## config.mk

```make
export PLATFORM = sky130hd
export DESIGN_NAME = line_shape_ais_register_bank
export DESIGN_NICKNAME = d
export VERILOG_FILES = /design/src/core/line_shape_pkg.sv /design/src/core/alarm_irq_tracker.sv /design/src/core/line_shape_ais_register_bank.sv
export SDC_FILE = /design/constraint.sdc
export NUM_CORES = 1
export LEC_CHECK = 0
export BUFFER_PORTS_ARGS = -buffer_cell sky130_fd_sc_hd__buf_2
export CAP_MARGIN = 10
export CORE_ASPECT_RATIO = 0.9
export CORE_UTILIZATION = 40
export DETAILED_ROUTE_END_ITERATION = 8
export PLACE_DENSITY = 0.79
export SYNTH_ARGS = -nofsm -noshare
export SYNTH_HDL_FRONTEND = slang
export SYNTH_SLANG_ARGS = --single-unit
```

## constraint.sdc

```tcl
create_clock -name pclk -period 2 [get_ports pclk]
set_input_delay 0.3 -clock pclk [delete_from_list [all_inputs] [get_ports pclk]]
set_output_delay 0.3 -clock pclk [all_outputs]
set_load 0.02 [all_outputs]
```

## src/core/line_shape_pkg.sv

```systemverilog
package line_shape_pkg;

  localparam int NUM_CHAN = 4;
  localparam int ADDR_W = 8;
  localparam int DATA_W = 32;

  // Register indices; the byte address is four times the index.
  localparam logic [5:0] IDX_SHAPE_CHANNEL_SELECT = 6'h10;
  localparam logic [5:0] IDX_SHAPE_LINE_LENGTH_DATA = 6'h11;
  localparam logic [5:0] IDX_DRIVER_TRISTATE_CONTROL = 6'h12;
  localparam logic [5:0] IDX_ALARM_SIGNAL_STATUS = 6'h13;
  localparam logic [5:0] IDX_ALARM_IRQ_ENABLE = 6'h14;
  localparam logic [5:0] IDX_ALARM_IRQ_STATUS = 6'h15;
  localparam logic [5:0] IDX_ALARM_IRQ_CLEAR = 6'h16;

  // Field positions and widths.
  localparam int CHAN_PTR_LSB = 0;
  localparam int CHAN_PTR_W = 3;
  localparam int LEN_LSB = 0;
  localparam int LEN_W = 3;
  localparam int CHAN_BITS_LSB = 0;

  // Values after reset.
  localparam logic [7:0] REG_RESET = 8'h00;
  localparam logic [CHAN_PTR_W-1:0] CHAN_PTR_RESET = 3'h0;
  localparam logic [LEN_W-1:0] LEN_RESET = 3'h0;
  localparam logic [NUM_CHAN-1:0] CHAN_BITS_RESET = 4'h0;

  // Line length encodings.
  localparam logic [LEN_W-1:0] LEN_E1 = 3'h0;
  localparam logic [LEN_W-1:0] LEN_T1_FIRST = 3'h3;

  typedef enum {MODE_E1, MODE_T1, MODE_RESERVED} line_mode_e;

  typedef enum {
    REG_CHAN_SEL, REG_LEN_DATA, REG_TRISTATE, REG_ALARM_STAT,
    REG_IRQ_EN, REG_IRQ_STAT, REG_IRQ_CLEAR, REG_NONE
  } reg_sel_e;

  typedef struct packed {
    logic [ADDR_W-1:0] addr;
    logic write;
    logic [DATA_W-1:0] wdata;
    logic [3:0] strb;
  } apb_req_s;

  typedef struct packed {
    logic [NUM_CHAN-1:0] monitor;
    logic [NUM_CHAN-1:0] irq_status;
  } alarm_view_s;

  function automatic line_mode_e decode_mode(input logic [LEN_W-1:0] code);
    if (code == LEN_E1) begin
      return MODE_E1;
    end else if (code >= LEN_T1_FIRST) begin
      return MODE_T1;
    end
    return MODE_RESERVED;
  endfunction

  function automatic reg_sel_e decode_reg(input logic [ADDR_W-1:0] addr);
    reg_sel_e sel;
    sel = REG_NONE;
    if (addr[1:0] == 2'h0) begin
      case (addr[7:2])
        IDX_SHAPE_CHANNEL_SELECT: sel = REG_CHAN_SEL;
        IDX_SHAPE_LINE_LENGTH_DATA: sel = REG_LEN_DATA;
        IDX_DRIVER_TRISTATE_CONTROL: sel = REG_TRISTATE;
        IDX_ALARM_SIGNAL_STATUS: sel = REG_ALARM_STAT;
        IDX_ALARM_IRQ_ENABLE: sel = REG_IRQ_EN;
        IDX_ALARM_IRQ_STATUS: sel = REG_IRQ_STAT;
        IDX_ALARM_IRQ_CLEAR: sel = REG_IRQ_CLEAR;
        default: sel = REG_NONE;
      endcase
    end
    return sel;
  endfunction

endpackage

```

## src/core/alarm_irq_tracker.sv

```systemverilog
`timescale 1ns/100ps
module alarm_irq_tracker
  import line_shape_pkg::*;
(
  input wire logic pclk, // Register clock.
  input wire logic presetn, // Asynchronous reset, active low.
  input wire logic pce, // Clock enable; state holds while low.
  input wire logic [NUM_CHAN-1:0] ais_detect, // Receiver alarm levels.
  input wire logic [NUM_CHAN-1:0] irq_enable, // Per-channel interrupt enable.
  input wire logic [NUM_CHAN-1:0] read_clear, // Bits cleared by a status read.
  input wire logic [NUM_CHAN-1:0] write_clear, // Bits cleared by a clear write.
  output alarm_view_s view, // Monitor and sticky status.
  output logic irq // Level interrupt.
);

  logic [NUM_CHAN-1:0] monitor_q;
  logic [NUM_CHAN-1:0] status_q;
  logic [NUM_CHAN-1:0] status_d;
  logic [NUM_CHAN-1:0] change;
  logic irq_q;

  always_ff @(posedge pclk or negedge presetn) begin
    if (!presetn) begin
      monitor_q <= CHAN_BITS_RESET; // RL6
    end else if (pce) begin
      monitor_q <= ais_detect; // RL8
    end
  end

  // An edge arriving with a clear is kept, so no alarm change goes unseen.
  always_comb begin
    change = ais_detect ^ monitor_q; // RL11
    status_d = (status_q & ~(read_clear | write_clear)) | change; // RL9 RL11
  end

  always_ff @(posedge pclk or negedge presetn) begin
    if (!presetn) begin
      status_q <= CHAN_BITS_RESET; // RL6
    end else if (pce) begin
      status_q <= status_d;
    end
  end

  always_ff @(posedge pclk or negedge presetn) begin
    if (!presetn) begin
      irq_q <= 1'b0;
    end else if (pce) begin
      irq_q <= |(status_d & irq_enable); // RL10 RL13
    end
  end

  assign view = '{monitor: monitor_q, irq_status: status_q};
  assign irq = irq_q;

endmodule

```

## src/core/line_shape_ais_register_bank.sv

```systemverilog
// Implementation choice: register access over APB.
`timescale 1ns/100ps
// Overview of operation
// RL1 - Low three pointer bits pick channel zero-three
// RL2 - Data register accesses the pointed channel's setting
// RL3 - Codes 011 to 111 pick T1 shapes
// RL4 - Code zero selects E1 operation
// RL5 - Current revision reads line length inverted
// RL6 - All registers clear to zero at reset
// RL7 - Tristate bit set disables channel line driver
// RL8 - Status bit shows channel alarm detection
// RL9 - One status read clears pending alarm interrupts
// RL10 - Enable bit gates each channel's interrupt
// RL11 - Status bit set on alarm state change
// RL12 - Host writes zero to enable bits seven-four
// RL13 - Interrupt high while enabled status bit set
module line_shape_ais_register_bank
  import line_shape_pkg::*;
#(
  parameter bit READBACK_FIXED = 1'b0
)
(
  input wire logic pclk, // Bus clock, 200 MHz.
  input wire logic presetn, // Asynchronous reset, active low.
  input wire logic pce, // Clock enable; all state holds while low.
  input wire logic psel, // APB select.
  input wire logic penable, // APB access phase.
  input wire logic pwrite, // APB direction, high for write.
  input wire logic [ADDR_W-1:0] paddr, // APB byte address.
  input wire logic [DATA_W-1:0] pwdata, // APB write data.
  input wire logic [3:0] pstrb, // APB byte strobes.
  output logic [DATA_W-1:0] prdata, // APB read data, registered.
  output logic pready, // APB ready.
  output logic pslverr, // APB error for unmapped address.
  input wire logic [NUM_CHAN-1:0] ais_detect, // Alarm detected per receiver.
  output logic [NUM_CHAN-1:0][LEN_W-1:0] line_length_code, // Per channel code.
  output logic [NUM_CHAN-1:0] e1_mode, // Channel runs E1.
  output logic [NUM_CHAN-1:0] t1_mode, // Channel runs T1 with a valid shape.
  output logic [NUM_CHAN-1:0] driver_tristate_bits, // High puts driver in high Z.
  output logic irq // Alarm interrupt, active high level.
);

  apb_req_s req;
  reg_sel_e setup_sel;
  reg_sel_e access_sel;
  logic access_done;
  logic wr_lane0;
  logic wr_chan_sel;
  logic wr_len_data;
  logic wr_tristate;
  logic wr_irq_en;
  logic wr_irq_clear;
  logic rd_irq_stat;

  logic [CHAN_PTR_W-1:0] channel_pointer_field_q;
  logic [LEN_W-1:0] len_mem_q [NUM_CHAN];
  logic [NUM_CHAN-1:0] tristate_q;
  logic [NUM_CHAN-1:0] irq_en_q;

  logic cap_valid_q;
  logic [DATA_W-1:0] prdata_q;
  logic pslverr_q;
  logic [NUM_CHAN-1:0] read_mask_q;

  logic pointer_valid;
  logic [1:0] pointer_index;
  logic [LEN_W-1:0] len_selected;
  logic [LEN_W-1:0] len_readback;
  logic [7:0] read_value;

  logic [NUM_CHAN-1:0] e1_mode_q;
  logic [NUM_CHAN-1:0] t1_mode_q;

  logic [NUM_CHAN-1:0] read_clear;
  logic [NUM_CHAN-1:0] write_clear;
  alarm_view_s alarm_view;

  assign req = '{addr: paddr, write: pwrite, wdata: pwdata, strb: pstrb};

  assign setup_sel = decode_reg(req.addr);
  assign access_sel = setup_sel;

  // The answer is prepared one cycle ahead so read data leaves a flip-flop.
  assign pready = pce & cap_valid_q;
  assign access_done = psel & penable & pready;
  assign wr_lane0 = access_done & req.write & req.strb[0];
  assign rd_irq_stat = access_done & ~req.write & (access_sel == REG_IRQ_STAT);

  assign pointer_valid = (channel_pointer_field_q < CHAN_PTR_W'(NUM_CHAN)); // RL1
  assign pointer_index = channel_pointer_field_q[1:0]; // RL1

  // One strobe per writable register; a data write with the pointer out of range is
  // dropped here, so the storage process never sees it.
  always_comb begin
    wr_chan_sel = 1'b0;
    wr_len_data = 1'b0;
    wr_tristate = 1'b0;
    wr_irq_en = 1'b0;
    wr_irq_clear = 1'b0;
    if (wr_lane0) begin
      case (access_sel)
        REG_CHAN_SEL: begin
          wr_chan_sel = 1'b1; // RL1
        end
        REG_LEN_DATA: begin
          wr_len_data = pointer_valid; // RL2
        end
        REG_TRISTATE: begin
          wr_tristate = 1'b1;
        end
        REG_IRQ_EN: begin
          wr_irq_en = 1'b1;
        end
        REG_IRQ_CLEAR: begin
          wr_irq_clear = 1'b1;
        end
        default: begin
          wr_irq_clear = 1'b0;
        end
      endcase
    end
  end

  always_comb begin
    len_selected = LEN_RESET;
    if (pointer_valid) begin
      len_selected = len_mem_q[pointer_index]; // RL2
    end
  end

  // Early silicon returns the code bit-inverted; software that knows the
  // revision undoes it, so the stored value and the line shape stay true.
  always_comb begin
    if (READBACK_FIXED) begin
      len_readback = len_selected;
    end else begin
      len_readback = ~len_selected; // RL5
    end
  end

  always_comb begin
    read_value = REG_RESET;
    case (setup_sel)
      REG_CHAN_SEL: begin
        read_value[CHAN_PTR_LSB +: CHAN_PTR_W] = channel_pointer_field_q;
      end
      REG_LEN_DATA: begin
        if (pointer_valid) begin
          read_value[LEN_LSB +: LEN_W] = len_readback; // RL2 RL5
        end
      end
      REG_TRISTATE: begin
        read_value[CHAN_BITS_LSB +: NUM_CHAN] = tristate_q;
      end
      REG_ALARM_STAT: begin
        read_value[CHAN_BITS_LSB +: NUM_CHAN] = alarm_view.monitor; // RL8
      end
      REG_IRQ_EN: begin
        read_value[CHAN_BITS_LSB +: NUM_CHAN] = irq_en_q;
      end
      REG_IRQ_STAT: begin
        read_value[CHAN_BITS_LSB +: NUM_CHAN] = alarm_view.irq_status; // RL11
      end
      REG_IRQ_CLEAR: begin
        read_value = REG_RESET;
      end
      default: begin
        read_value = REG_RESET;
      end
    endcase
  end

  // Capture the answer once per transfer, whichever phase sees pce first.
  always_ff @(posedge pclk or negedge presetn) begin
    if (!presetn) begin
      cap_valid_q <= 1'b0;
    end else if (pce) begin
      if (access_done) begin
        cap_valid_q <= 1'b0;
      end else if (psel) begin
        cap_valid_q <= 1'b1;
      end
    end
  end

  always_ff @(posedge pclk or negedge presetn) begin
    if (!presetn) begin
      prdata_q <= '0;
      pslverr_q <= 1'b0;
    end else if (pce && psel && !cap_valid_q) begin
      prdata_q <= {24'h000000, read_value};
      pslverr_q <= (setup_sel == REG_NONE);
    end
  end

  // Only the bits the host actually saw are cleared by the read, so an
  // event arriving between capture and completion stays pending.
  always_ff @(posedge pclk or negedge presetn) begin
    if (!presetn) begin
      read_mask_q <= CHAN_BITS_RESET;
    end else if (pce && psel && !cap_valid_q) begin
      if (setup_sel == REG_IRQ_STAT) begin
        read_mask_q <= alarm_view.irq_status;
      end else begin
        read_mask_q <= CHAN_BITS_RESET;
      end
    end
  end

  assign prdata = prdata_q;
  // The error answer is gated by ready so it never shows outside an access.
  assign pslverr = pslverr_q & pready;

  always_ff @(posedge pclk or negedge presetn) begin
    if (!presetn) begin
      channel_pointer_field_q <= CHAN_PTR_RESET; // RL6
    end else if (pce && wr_chan_sel) begin
      channel_pointer_field_q <= req.wdata[CHAN_PTR_LSB +: CHAN_PTR_W]; // RL1
    end
  end

  // Pointer values above three address no channel; writes there are dropped.
  always_ff @(posedge pclk or negedge presetn) begin
    if (!presetn) begin
      for (int i = 0; i < NUM_CHAN; i++) begin
        len_mem_q[i] <= LEN_RESET; // RL6
      end
    end else if (pce && wr_len_data) begin
      len_mem_q[pointer_index] <= req.wdata[LEN_LSB +: LEN_W]; // RL2
    end
  end

  always_ff @(posedge pclk or negedge presetn) begin
    if (!presetn) begin
      tristate_q <= CHAN_BITS_RESET; // RL6
    end else if (pce && wr_tristate) begin
      tristate_q <= req.wdata[CHAN_BITS_LSB +: NUM_CHAN]; // RL7
    end
  end

  // Upper enable bits are expected to be written as zero and are not stored.
  always_ff @(posedge pclk or negedge presetn) begin
    if (!presetn) begin
      irq_en_q <= CHAN_BITS_RESET; // RL6
    end else if (pce && wr_irq_en) begin
      irq_en_q <= req.wdata[CHAN_BITS_LSB +: NUM_CHAN]; // RL10 RL12
    end
  end

  // The mode flags lag the stored code by one cycle; only line logic reads them.
  always_ff @(posedge pclk or negedge presetn) begin
    if (!presetn) begin
      e1_mode_q <= CHAN_BITS_RESET;
    end else if (pce) begin
      for (int i = 0; i < NUM_CHAN; i++) begin
        e1_mode_q[i] <= (decode_mode(len_mem_q[i]) == MODE_E1); // RL4
      end
    end
  end

  always_ff @(posedge pclk or negedge presetn) begin
    if (!presetn) begin
      t1_mode_q <= CHAN_BITS_RESET;
    end else if (pce) begin
      for (int i = 0; i < NUM_CHAN; i++) begin
        t1_mode_q[i] <= (decode_mode(len_mem_q[i]) == MODE_T1); // RL3
      end
    end
  end

  always_comb begin
    for (int i = 0; i < NUM_CHAN; i++) begin
      line_length_code[i] = len_mem_q[i]; // RL3
    end
  end

  assign e1_mode = e1_mode_q;
  assign t1_mode = t1_mode_q;
  assign driver_tristate_bits = tristate_q; // RL7

  // A read clears the status bits it returned; the clear register drops ones.
  always_comb begin
    read_clear = CHAN_BITS_RESET;
    write_clear = CHAN_BITS_RESET;
    if (rd_irq_stat) begin
      read_clear = read_mask_q; // RL9
    end
    if (wr_irq_clear) begin
      write_clear = req.wdata[CHAN_BITS_LSB +: NUM_CHAN];
    end
  end

  alarm_irq_tracker u_alarm (
    .pclk(pclk),
    .presetn(presetn),
    .pce(pce),
    .ais_detect(ais_detect),
    .irq_enable(irq_en_q),
    .read_clear(read_clear),
    .write_clear(write_clear),
    .view(alarm_view),
    .irq(irq) // RL13
  );

endmodule

```

-- Word-level counts from Yosys, hierarchy flattened
Cells that the tools add are included.
- flip-flop bits (word level): 50
- bits of input ports: 54
- logic and storage cells: 135
- output and inout port bits: 59
- muxes and demuxes: 55
- reductions and logical operators: 21
- eq/ne operators: 19
- order comparisons: 7
- bitwise operators: 17
- operators with widths (operator ; number):
    2-to-1 mux 32 bit ; 8
    equality test 32 x 2 -> 1 bit (second input constant) ; 6
    logical NOT 32 bit ; 5
    equality test 32 x 3 -> 1 bit (second input constant) ; 3
    equality test 32 x 4 -> 1 bit (second input constant) ; 2
    equality test 6 x 5 -> 1 bit (second input constant) ; 7
    equality test 32 x 1 -> 1 bit (second input constant) ; 1
    2-to-1 mux 1 bit ; 32
    case mux 3 bit (7 select lines) ; 1
    case mux 3 bit (6 select lines) ; 1
    2-to-1 mux 3 bit ; 5
    bitwise mux 12 bit ; 1
    >= comparator 3 x 2 -> 1 bit (second input constant) ; 4
    logical NOT 3 bit ; 4
    2-to-1 mux 4 bit ; 3
    bitwise AND 1 bit ; 8
    bitwise AND 4 bit ; 2
    OR 4 bit ; 2
    logical AND 1 bit ; 7
    binary-select mux 3 bit (select 2 bit) ; 1
    demux 3 bit (select 2 bit) ; 1
    NOT 4 bit ; 1
    case mux 1 bit (4 select lines) ; 1
    OR reduction 4 bit ; 1
    other kinds (12) ; 12

-- Depth between registers and ports, before layout
Gate-level depths: netlist (run 1).
- word-level depth: 13
- mapped depth: 7
- depth with buffers taken out: 6

-- Cells and area by module
A second synthesis (run 1) with hierarchy kept.
- cell total of the unflattened synthesis: 234
- area total of the unflattened synthesis: 2715.1 µm²
- by module, submodules not included (module ; cells an instance ; area an instance (µm²) ; seq. area each (µm²) ; times used):
    line_shape_ais_register_bank ; 197 ; 2275.9 ; 1026.0 ; 1
    alarm_irq_tracker ; 37 ; 439.2 ; 225.2 ; 1

-- Least setup slack after synthesis (run 1)
OpenSTA, ideal clock, no wires.
- path kind: input -> register
- from: input paddr[2]
- to: register len_mem_q (netlist bit line_length_code[0])
- path buffers: 1
- library setup time: 0.125 ns
- arrival time: 1.624 ns
- cell stages on the path: 5
- required time: 1.875 ns
- path slack: 0.252 ns
- cells stage by stage: buf_4 or3b_4 nor3_4 nor3b_4 mux2_2
- cells in the longest elaborated chain, start to end: 7
- elaborated cells on any way between the ends: 13
- those cells by class: 8 x eq/ne; 4 x mux; 1 x reduce/logical
- RTL lines (item ; RTL line ; source):
    start, declared ; line_shape_ais_register_bank.sv:29 ; input wire logic [ADDR_W-1:0] paddr,
    equality test 6 x 5 -> 1 bit ; line_shape_pkg.sv:65 ; case (addr[7:2])
    case mux 3 bit (7 select lines) * ; line_shape_pkg.sv:65 ;
    2-to-1 mux 32 bit * ; line_shape_pkg.sv:64 ; if (addr[1:0] == 2'h0) begin
    equality test 32 x 1 -> 1 bit * ; line_shape_ais_register_bank.sv:101 ; case (access_sel)
    2-to-1 mux 1 bit * ; line_shape_ais_register_bank.sv:101 ;
    2-to-1 mux 1 bit * ; line_shape_ais_register_bank.sv:100 ; if (wr_lane0) begin
    logical AND 1 bit * ; line_shape_ais_register_bank.sv:228 ; end else if (pce && wr_len_data) begin
    end signal, assigned by index ; line_shape_ais_register_bank.sv:229 ; len_mem_q[pointer_index] <= req.wdata[LEN_LSB +: LEN_W];
    end, declared ; line_shape_ais_register_bank.sv:56 ; logic [LEN_W-1:0] len_mem_q [NUM_CHAN];
Every way passes the cells marked *; elsewhere a longest branch is shown, timed or not.
A chain may end at the register's enable or synchronous reset.

-- Final worst setup path (run 1)
- from: register cap_valid_q
- to: register len_mem_q (netlist bit line_length_code[2])
- cells in the longest elaborated chain, start to end: 6
- RTL lines (item ; RTL line ; source):
    start, declared ; line_shape_ais_register_bank.sv:60 ; logic cap_valid_q;
    start signal, assigned ; line_shape_ais_register_bank.sv:176 ; cap_valid_q <= 1'b0;
    start signal, assigned ; line_shape_ais_register_bank.sv:179 ; cap_valid_q <= 1'b0;
    start signal, assigned ; line_shape_ais_register_bank.sv:181 ; cap_valid_q <= 1'b1;
    bitwise AND 1 bit ; line_shape_ais_register_bank.sv:84 ; assign pready = pce & cap_valid_q;
    bitwise AND 1 bit ; line_shape_ais_register_bank.sv:85 ; assign access_done = psel & penable & pready;
    bitwise AND 1 bit (2 in a row) ; line_shape_ais_register_bank.sv:86 ; assign wr_lane0 = access_done & req.write & req.strb[0];
    2-to-1 mux 1 bit ; line_shape_ais_register_bank.sv:100 ;
    logical AND 1 bit ; line_shape_ais_register_bank.sv:228 ;
Every way passes these cells.

==> results of run 1 <==
layer usage:
layer	global-route usage	part of all wire
met1	0.251	0.47
met2	0.273	0.45
met3	0.0352	0.066
met4	0.0548	0.014
met5	0	0
metrics by stage:
stage,cells,worst slack [ns],total power [mW],util,area [sq um]
floorplan,273,0.252,1.31,-,2800
detailed placement,387,0.0324,1.36,0.455,2980
global route,396,0.0213,2.13,0.473,3100
finish,396,0.0788,2.04,0.473,3100
global placement,387,0.0633,1.36,0.455,2980
CTS,396,0.0933,2.06,0.473,3100
registers in the layout (all words and copies together), names as in the netlist:
signal / cells
cap_valid_q: 1
channel_pointer_field_q: 3
driver_tristate_bits: 4
e1_mode: 4
irq_en_q: 4
line_length_code: 12
prdata: 4
pslverr_q: 1
read_mask_q: 4
t1_mode: 4
u_alarm.irq: 1
u_alarm.monitor_q: 4
u_alarm.status_q: 4
layout make-up:
cell class	count	area [sq um]	area share
clock inverter	3	40.0	0.0129
tap	90	113	0.0363
timing repair buffer	64	350	0.113
multi-input combinational	181	1260	0.408
sequential	50	1250	0.404
clock buffer	5	68.8	0.0222
inverter	3	11.3	0.00363
cell families after synthesis:
logic type,synth area share
buffers and inverters,0.106
AND/OR/NAND/NOR,0.138
other,0.00139
XOR/XNOR,0.0130
multiplexers,0.165
flip-flops,0.463
AO/OA/AOI/OAI,0.113
layout by cell type, fill, tap and decap left out, types with 4 or more instances in the layout:
cell / instances
buf_2: 53
dfrtp_1: 50
mux2_2: 31
conb_1: 28
a21oi_1: 18
nor2_1: 16
nand2_1: 14
buf_4: 10
o21ai_0: 7
a22o_1: 6
nor3_1: 6
clkbuf_8: 5
and2_1: 4
nor2b_1: 4
nand3b_1: 4
nand3_1: 4
repair_timing:
| item | CTS | global route |
|---|---|---|
| endpoints found under the setup margin | 0 | 0 |
| gates resized for setup | 0 | 0 |
| hold buffers | 1 | 0 |
| buffers inserted | 0 | 0 |
| endpoints found under the hold margin | 20 | 0 |
how the worst max path moves through the flow:
stage	depth (start not counted)	slack [ns]	endpoint	from
CTS	5	0.09	line_length_code[2]$_DFFE_PN0P_	cap_valid_q$_DFFE_PN0P_
finish	5	0.08	line_length_code[2]$_DFFE_PN0P_	cap_valid_q$_DFFE_PN0P_
global route	5	0.02	line_length_code[2]$_DFFE_PN0P_	cap_valid_q$_DFFE_PN0P_
detailed placement	6	0.03	line_length_code[1]$_DFFE_PN0P_	paddr[5]
floorplan	5	0.25	line_length_code[0]$_DFFE_PN0P_	paddr[2]
global placement	6	0.06	line_length_code[0]$_DFFE_PN0P_	paddr[5]
worst max-delay path, cell delays in order, from the launching register on:
cell     delay [ns]
dfrtp_1        0.40
and4_4         0.25
nand4_1        0.23
nor3_4         0.27
nor3b_4        0.28
mux2_2         0.36
where the power goes:
part           switching, mW  internal, mW  leakage, nW
combinational          0.178        0.0916        0.798
sequential            0.0278          1.04        0.635
clock                  0.326         0.368       0.0579
==> summary.md, run 1 <==
### Timing
• 521 MHz — Highest Clock Rate
• 0 — count of endpoints failing setup in the final report
• 0.660 — relative max-transition margin
• no — setup repair after global routing missed its margin
• 0.961 — share of the cycle needed by the critical path after routing
• 0.0115 ns — final clock skew
• 1.92 ns — minimum clock period after layout
• 0.254 ns — hold slack
• 0 ns — Post-Route Setup TNS
• 0 — number of slew-limit violations in the final report
• 0 — count of final hold-check violations
• 0.511 ns — pin slew with the least headroom to its limit

### Floorplanning
• 6550 sq um — Placeable Area
• 7080 sq um — die outline area
• 28 — number of standard-cell rows in the floorplan
• 0.412 — initial standard-cell utilization of the core
• 79.9 microns — die height
• 113 — number of ports placed on the die boundary
• 88.6 microns — Die W

### Layout
• 639 — final-layout fill cell count
• 0 — number of diodes added for antenna fixing
• 14.8% — Area Growth Syn to Fin
• 359 — number of nets in the finished design
• 0.366 — fraction of layout cells with a size suffix above 1

### Route
• 4 — DR pass1 iterations
• 200 — initial detailed-routing violation count
• 0 — post-detailed-route count of antenna-violating nets
• 5.22 — detail-routed via count per cell
• 14.8 microns — average wire length per cell after detail routing
• 5.87 mm — DRT Wirelength
• 2066 — Vias
• 0 — DRC violations left

### GRT
• 0 — total gr overflow
• 1935 — number of global-route vias before repair
• 28 — pin count of the biggest net entering global routing
• 0 — number of antenna violations at the first check in global routing
• 0.178 — global-route usage over all layers
• 9.47 mm — global-route wire length before repair

### Synth
• 0 — number of synthesized flops with an enable pin
• dfrtp_1 46%, mux2_2 13%, buf_4 8.1% — top cells by area in the synthesized netlist
• 11.0 sq um — Avg Cell Area, Syn
• 50 x dfrtp_1, 31 x mux2_2, 29 x buf_4, 18 x a21oi_1, 16 x nor2_1 — most instantiated cells after synthesis
• dfrtp_1 — most instantiated library cell after synthesis
• 2700 sq um — mapped cell area
• 1.00 — Synth async-reset ratio
• 41 — distinct cell type count of the synthesized netlist
• dfrtp_1 — most area-hungry cell type in the Yosys netlist
• 0.463 — share of the synthesized area in the top cell type
• 0.463 — sequential area share after synthesis
• 246 — cells after synthesis
• dfrtp_1 — Synth Flop Type
• 50 — total of flip-flops plus latches after synthesis
• 0 — count of synthesis-stage warnings from yosys

### CTS
• 2 — number of buffers on the longest clock path
• clkbuf_8 — cell chosen for the clock root
• 5 — number of CTS-inserted buffers
• 50 — Num Clock Sinks
• 2 — total number of H-tree levels
• 0.09 ns — clock-pin slew of the registers on the worst-case setup and hold paths
• built — TritonCTS clock tree
• 0.30 ns — Worst-Skew Late Latency

### Worst setup path
• 0.08 ns — setup slack, reg-to-reg
• register — crit start category
• register — category of the worst setup path capture point
• 2.10 ns — arrival time worst endpoint
• 2.18 ns — required time at the endpoint of the critical path
• 5 — R2R depth
• register to register — start-to-end type of the worst setup path
• line_length_code[2]$_DFFE_PN0P_ — Worst R2R End
• 5 — Critical Path Fanout Max
• cap_valid_q$_DFFE_PN0P_ — RR Startpoint

### Power
• 361 uV — maximum resistive drop on vdd
• 657 nW/um^2 — areal power density over the cells
• 1.49 nW — static leakage power

### Placement
• 4.46 mm — DP HPWL
• 0.845 — routability cong.
• 53 — quantity of I/O buffers inserted on ports

### Flow run
• 0 — number of max-capacitance violations reported

### Hold path
• u_alarm.monitor_q[0]$_DFFE_PN0P_ — Min-Delay Endpoint
• 2 — Hold Path Depth
• ais_detect[0] — worst hold path startpoint
• input port to register — class of the tightest hold or removal check

### Status
• complete, no violations — outcome

(Power assumes the default switching activity.)
==> inputs of run 2 (changes only) <==
--- a/config.mk
+++ b/config.mk
@@ -12,2 +12,3 @@
 export DETAILED_ROUTE_END_ITERATION = 8
+export MAX_ROUTING_LAYER = met4
 export PLACE_DENSITY = 0.79
==> constraint.sdc (replaced) <==
create_clock -name pclk -period 2 [get_ports pclk]
set_input_delay 0.6 -clock pclk [delete_from_list [all_inputs] [get_ports pclk]]
set_output_delay 0.6 -clock pclk [all_outputs]
set_load 0.05 [all_outputs]
==> run 2 against run 1 <==
Against the previous run: worst setup slack got worse by 0.029 ns; die area stayed put; count of clock-buffer cells in the layout increased by 2; largest power group unchanged; sequential power about the same; core utilization rose by 2.0 points; non-clock buffer count rose by 16; sequential share of layout area is 1.7 points lower; routed wire length rose by 0.31%.
==> summary.md, run 2 (synthesis results as in run 1) <==
### Timing
• 0 ns — Post-Route Setup TNS, unchanged
• 0.0112 ns — final clock skew, -0.000286 ns
• 0.0497 ns — final setup slack of the worst path, -0.0292 ns
• 0.975 — share of the cycle needed by the critical path after routing, +0.0146
• 1.95 ns — minimum clock period after layout, +0.0292 ns
• no — setup repair after global routing missed its margin
• 0 — number of slew-limit violations in the final report, unchanged
• 513 MHz — Highest Clock Rate, -1.5%
• 0 — count of final hold-check violations, unchanged
• 0 — count of endpoints failing setup in the final report, unchanged

### Route
• 204 — initial detailed-routing violation count, +2.0%
• 5.09 — detail-routed via count per cell, -2.4%
• 14.3 microns — average wire length per cell after detail routing, -3.6%
• 5.89 mm — DRT Wirelength, +0.31%
• 4 — DR pass1 iterations, unchanged
• 0 — post-detailed-route count of antenna-violating nets, unchanged
• 0 — DRC violations left, unchanged
• 2098 — Vias, +1.5%

### GRT
• 1978 — number of global-route vias before repair, +2.2%
• 0 — number of antenna violations at the first check in global routing, unchanged
• 51 — pin count of the biggest net entering global routing, +82%
• 9.75 mm — global-route wire length before repair, +3.0%
• 0 — total gr overflow, unchanged
• 0.187 — global-route usage over all layers, +0.00937

### Worst setup path
• output port — category of the worst setup path capture point
• 1.35 ns — arrival time worst endpoint, -0.75 ns
• 0.18 ns — setup slack, reg-to-reg, +0.10 ns
• 1.40 ns — required time at the endpoint of the critical path, -0.78 ns
• 27 — Critical Path Fanout Max, +22
• input port — crit start category
• input port to output port — start-to-end type of the worst setup path

### Floorplanning
• 28 — number of standard-cell rows in the floorplan, unchanged
• 0.412 — initial standard-cell utilization of the core, unchanged
• 7080 sq um — die outline area, unchanged
• 113 — number of ports placed on the die boundary, unchanged
• 6550 sq um — Placeable Area, unchanged
• 88.6 microns — Die W, unchanged
• 79.9 microns — die height, unchanged

### Flow run
• 0 — number of max-capacitance violations reported, unchanged

### Layout
• 52 x buf_2, 50 x dfrtp_1, 30 x mux2_2 — commonest non-fill, non-tap cells in the layout
• 0 — number of diodes added for antenna fixing, unchanged
• 0.404 — fraction of layout cells with a size suffix above 1, +0.0377
• 1250 sq um — area used by sequential logic in the layout, unchanged
• 1270 sq um — area of the multi-input gates, +0.49%
• buf_2 — leading cell type in the layout, fill and taps excluded
• 375 — number of nets in the finished design, +4.5%
• 19.7% — Area Growth Syn to Fin
• 611 — final-layout fill cell count, -4.4%
• 12 — flip-flop count of the largest register after layout, unchanged

### CTS
• 0.09 ns — clock-pin slew of the registers on the worst-case setup and hold paths, about the same
• 50 — Num Clock Sinks, unchanged
• 2 — total number of H-tree levels, unchanged
• 5 — number of CTS-inserted buffers, unchanged
• 0 — hold buffers post-CTS, -1
• built — TritonCTS clock tree
• 0.30 ns — Worst-Skew Late Latency, about the same
• 2 — number of buffers on the longest clock path, unchanged
• clkbuf_8 — cell chosen for the clock root

### Hold path
• input port to asynchronous set/reset pin — class of the tightest hold or removal check

### Placement
• 53 — quantity of I/O buffers inserted on ports, unchanged
• 4.39 mm — DP HPWL, -1.5%
• 0.899 — routability cong., +6.5%
• -0.220 ns — worst slack after detailed placement, -0.252 ns

### Power
• 650 nW/um^2 — areal power density over the cells, -1.1%
• 1.57 nW — static leakage power, +5.4%
• 400 uV — maximum resistive drop on vdd, +11%

### Status
• complete, no violations — outcome

-- run 2: per-stage QoR --
stage	utilization	instance area, sq um	hold slack, ns	power [mW]	std cells
after floorplan	-	2820	0.304	1.41	273
after global placement	0.477	3130	0.464	1.48	404
after detailed placement	0.477	3130	0.468	1.49	404
after CTS	0.493	3230	0.272	2.11	412
after global routing	0.493	3230	0.274	2.20	412
final	0.493	3230	0.262	2.10	412
-- run 2: power by group --
group / internal [mW] / total [mW] / switching, mW
logic: 0.112 / 0.397 / 0.285
clock network: 0.287 / 0.630 / 0.343
registers: 1.04 / 1.07 / 0.0290
-- run 2: path summary, 6_finish.rpt --
check,startpoint,endpoint,depth (start not counted)
max,pce,pready,4
min,presetn,u_alarm.irq$_DFFE_PN0P_,2
max reg2reg,cap_valid_q$_DFFE_PN0P_,line_length_code[1]$_DFFE_PN0P_,6
min reg2reg,prdata[0]$_DFFE_PN0P_,prdata[0]$_DFFE_PN0P_,2
max in group asynchronous,presetn,driver_tristate_bits[2]$_DFFE_PN0P_,2
min in group pclk,prdata[0]$_DFFE_PN0P_,prdata[0]$_DFFE_PN0P_,2
-- run 2: layer usage --
metal,global-route usage,share of wire,wire [microns]
met5,-,0,0
met4,0.0419,0.0083,49
met3,0.0372,0.073,433
met2,0.277,0.46,2710
met1,0.265,0.46,2700
-- run 2: final cells by class --
class,count,area share
multi-input cells,181,0.393
flip-flops and latches,50,0.387
repair buffers,80,0.152
well taps,90,0.0348
clock buffers,7,0.0267
inverters,3,0.00348
clock inverters,1,0.00271
-- run 2: repair_timing --
action,CTS,global route
setup buffers,0,0
setup endpoints to repair,2,2
resized for setup,2,1
-- run 2: critical path: stages --
cell and delay (ns):
buf_2 0.13, buf_8 0.21, and2_2 0.16, buf_2 0.25
==> inputs of run 3 (changes only) <==
CTS_BUF_LIST = sky130_fd_sc_hd__clkbuf_8   (was not set)
==> run 3 against run 2 <==
Against the previous run: flip-flop and latch count is the same; sequential share of layout area is the same; via count is the same; largest cell class unchanged.
==> summary.md, run 3 (synthesis results as in run 1) <==
### Timing
• 513 MHz — Highest Clock Rate, about the same
• no — setup repair after global routing missed its margin
• 0 — count of final hold-check violations, unchanged
• 0 — number of slew-limit violations in the final report, unchanged
• 0.262 ns — hold slack, -0.000331 ns
• 0.0120 ns — final clock skew, +0.000786 ns
• 1.95 ns — minimum clock period after layout, -0.00000120 ns
• 0.0497 ns — final setup slack of the worst path, +0.00000120 ns
• 0 — count of endpoints failing setup in the final report, unchanged
• 0.975 — share of the cycle needed by the critical path after routing, about the same

### Worst setup path
• 27 — Critical Path Fanout Max, unchanged
• 0.25 ns — Slowest Stage Delay on Critical Path, about the same
• 1.35 ns — arrival time worst endpoint, about the same
• buf_2 — library cell contributing the largest single delay on the critical path
• 6 — R2R depth, unchanged
• buf_2 -> buf_8 -> and2_2 -> buf_2 — crit-path cells
• pready — timing endpoint of the critical path
• cap_valid_q$_DFFE_PN0P_ — RR Startpoint
• pce — critical path launch point
• input port to output port — start-to-end type of the worst setup path
• 1.40 ns — required time at the endpoint of the critical path, about the same
• line_length_code[1]$_DFFE_PN0P_ — Worst R2R End
• 0.18 ns — setup slack, reg-to-reg, about the same
• output port — category of the worst setup path capture point
• buf_2 — library cell appearing most often on the critical path
• input port — crit start category

### CTS
• clkbuf_8 — cell chosen for the clock root
• 0 — Post-CTS Setup Bufs, unchanged
• 50 — Num Clock Sinks, unchanged
• 5 — number of CTS-inserted buffers, unchanged
• 2 — total number of H-tree levels, unchanged
• 0.31 ns — Worst-Skew Late Latency, about the same
• built — TritonCTS clock tree
• 0.09 ns — clock-pin slew of the registers on the worst-case setup and hold paths, about the same
• 2 — number of buffers on the longest clock path, unchanged

### Power
• 649 nW/um^2 — areal power density over the cells, -0.17%
• 397 uV — maximum resistive drop on vdd, -0.76%
• 1.58 nW — static leakage power, +0.26%
• 2.10 mW — Power Total, -0.17%

### Placement
• 53 — quantity of I/O buffers inserted on ports, unchanged
• 0.899 — routability cong., unchanged
• 404 — number of placed cells counting well taps, unchanged
• -0.220 ns — worst slack after detailed placement, unchanged
• 4.39 mm — DP HPWL, unchanged

### Layout
• 52 x buf_2, 50 x dfrtp_1, 30 x mux2_2 — commonest non-fill, non-tap cells in the layout
• 12 — flip-flop count of the largest register after layout, unchanged
• 375 — number of nets in the finished design, unchanged
• 0 — number of diodes added for antenna fixing, unchanged
• 412 — count of non-filler cells in the finished layout, unchanged
• 0.404 — fraction of layout cells with a size suffix above 1, unchanged
• 0.493 — final core occ, unchanged
• 19.7% — Area Growth Syn to Fin, unchanged
• buf_2 — leading cell type in the layout, fill and taps excluded

### GRT
• 51 — pin count of the biggest net entering global routing, unchanged
• 1978 — number of global-route vias before repair, unchanged
• 0 — number of antenna violations at the first check in global routing, unchanged
• 0.187 — global-route usage over all layers, unchanged
• 0 — total gr overflow, unchanged
• 9.75 mm — global-route wire length before repair, unchanged

### Route
• 0 — DRC violations left, unchanged
• 5.09 — detail-routed via count per cell, unchanged
• 206 — initial detailed-routing violation count, +0.98%
• 4 — DR pass1 iterations, unchanged
• 2098 — Vias, unchanged
• 0 — post-detailed-route count of antenna-violating nets, unchanged
• 5.90 mm — DRT Wirelength, about the same
• 14.3 microns — average wire length per cell after detail routing, about the same

### Floorplanning
• 79.9 microns — die height, unchanged
• 6550 sq um — Placeable Area, unchanged
• 0.412 — initial standard-cell utilization of the core, unchanged
• 28 — number of standard-cell rows in the floorplan, unchanged
• 113 — number of ports placed on the die boundary, unchanged
• 88.6 microns — Die W, unchanged
• 7080 sq um — die outline area, unchanged

### Flow run
• 0 — number of max-capacitance violations reported, unchanged

### Hold path
• input port to asynchronous set/reset pin — class of the tightest hold or removal check

### Status
• complete, no violations — outcome

[run 3: cell types whose count changed in the layout (fill, tap and decap cells not counted), sizes merged]
| cell | change |
|---|---|
| clkbuf | -1 |
| inv | +1 |
[run 3: where the power goes]
part           internal [mW]  switching (mW)  total, mW
clock network          0.282           0.345      0.626
registers               1.04          0.0291       1.07
logic                  0.112           0.285      0.398
total                   1.44           0.659       2.10
[run 3: what timing repair did]
item,in CTS,in global routing
hold buffers,0,0
gates cloned,0,0
pin swaps,0,0
setup endpoints to repair,2,2
gates resized for setup,2,1
[run 3: layer usage]
layer	global-route usage	share of wire
met5	-	0
met3	0.0372	0.067
met1	0.265	0.46
met4	0.0419	0.0083
met2	0.277	0.46
[run 3: through the flow]
stage	setup TNS, ns	area (sq um)
after global routing	0	3230
after floorplan	-0.0744	2820
after CTS	0	3230
after detailed placement	-3.18	3130
after global placement	-1.72	3130
final	0	3230
[run 3: area by class of cell]
class	instances	area [sq um]
fillers	611	3320
clock buffers	6	82.6
inverters	3	11.3
multi-input cells	181	1270
well taps	90	113
flip-flops and latches	50	1250
repair buffers	80	490
clock inverters	2	12.5
[run 3: how the worst min path moves through the flow]
stage,from,endpoint,cells after the start
after CTS,presetn,u_alarm.irq$_DFFE_PN0P_,2
after global routing,presetn,u_alarm.monitor_q[3]$_DFFE_PN0P_,2
after global placement,pslverr_q$_DFFE_PN0P_,pslverr_q$_DFFE_PN0P_,1
final,presetn,u_alarm.irq$_DFFE_PN0P_,2
after floorplan,presetn,cap_valid_q$_DFFE_PN0P_,0
after detailed placement,prdata[0]$_DFFE_PN0P_,prdata[0]$_DFFE_PN0P_,2
[run 3: critical path, delay by kind of cell]
family        cells  cell delay (ns)
buf+inv           3             0.59
simple gates      1             0.16
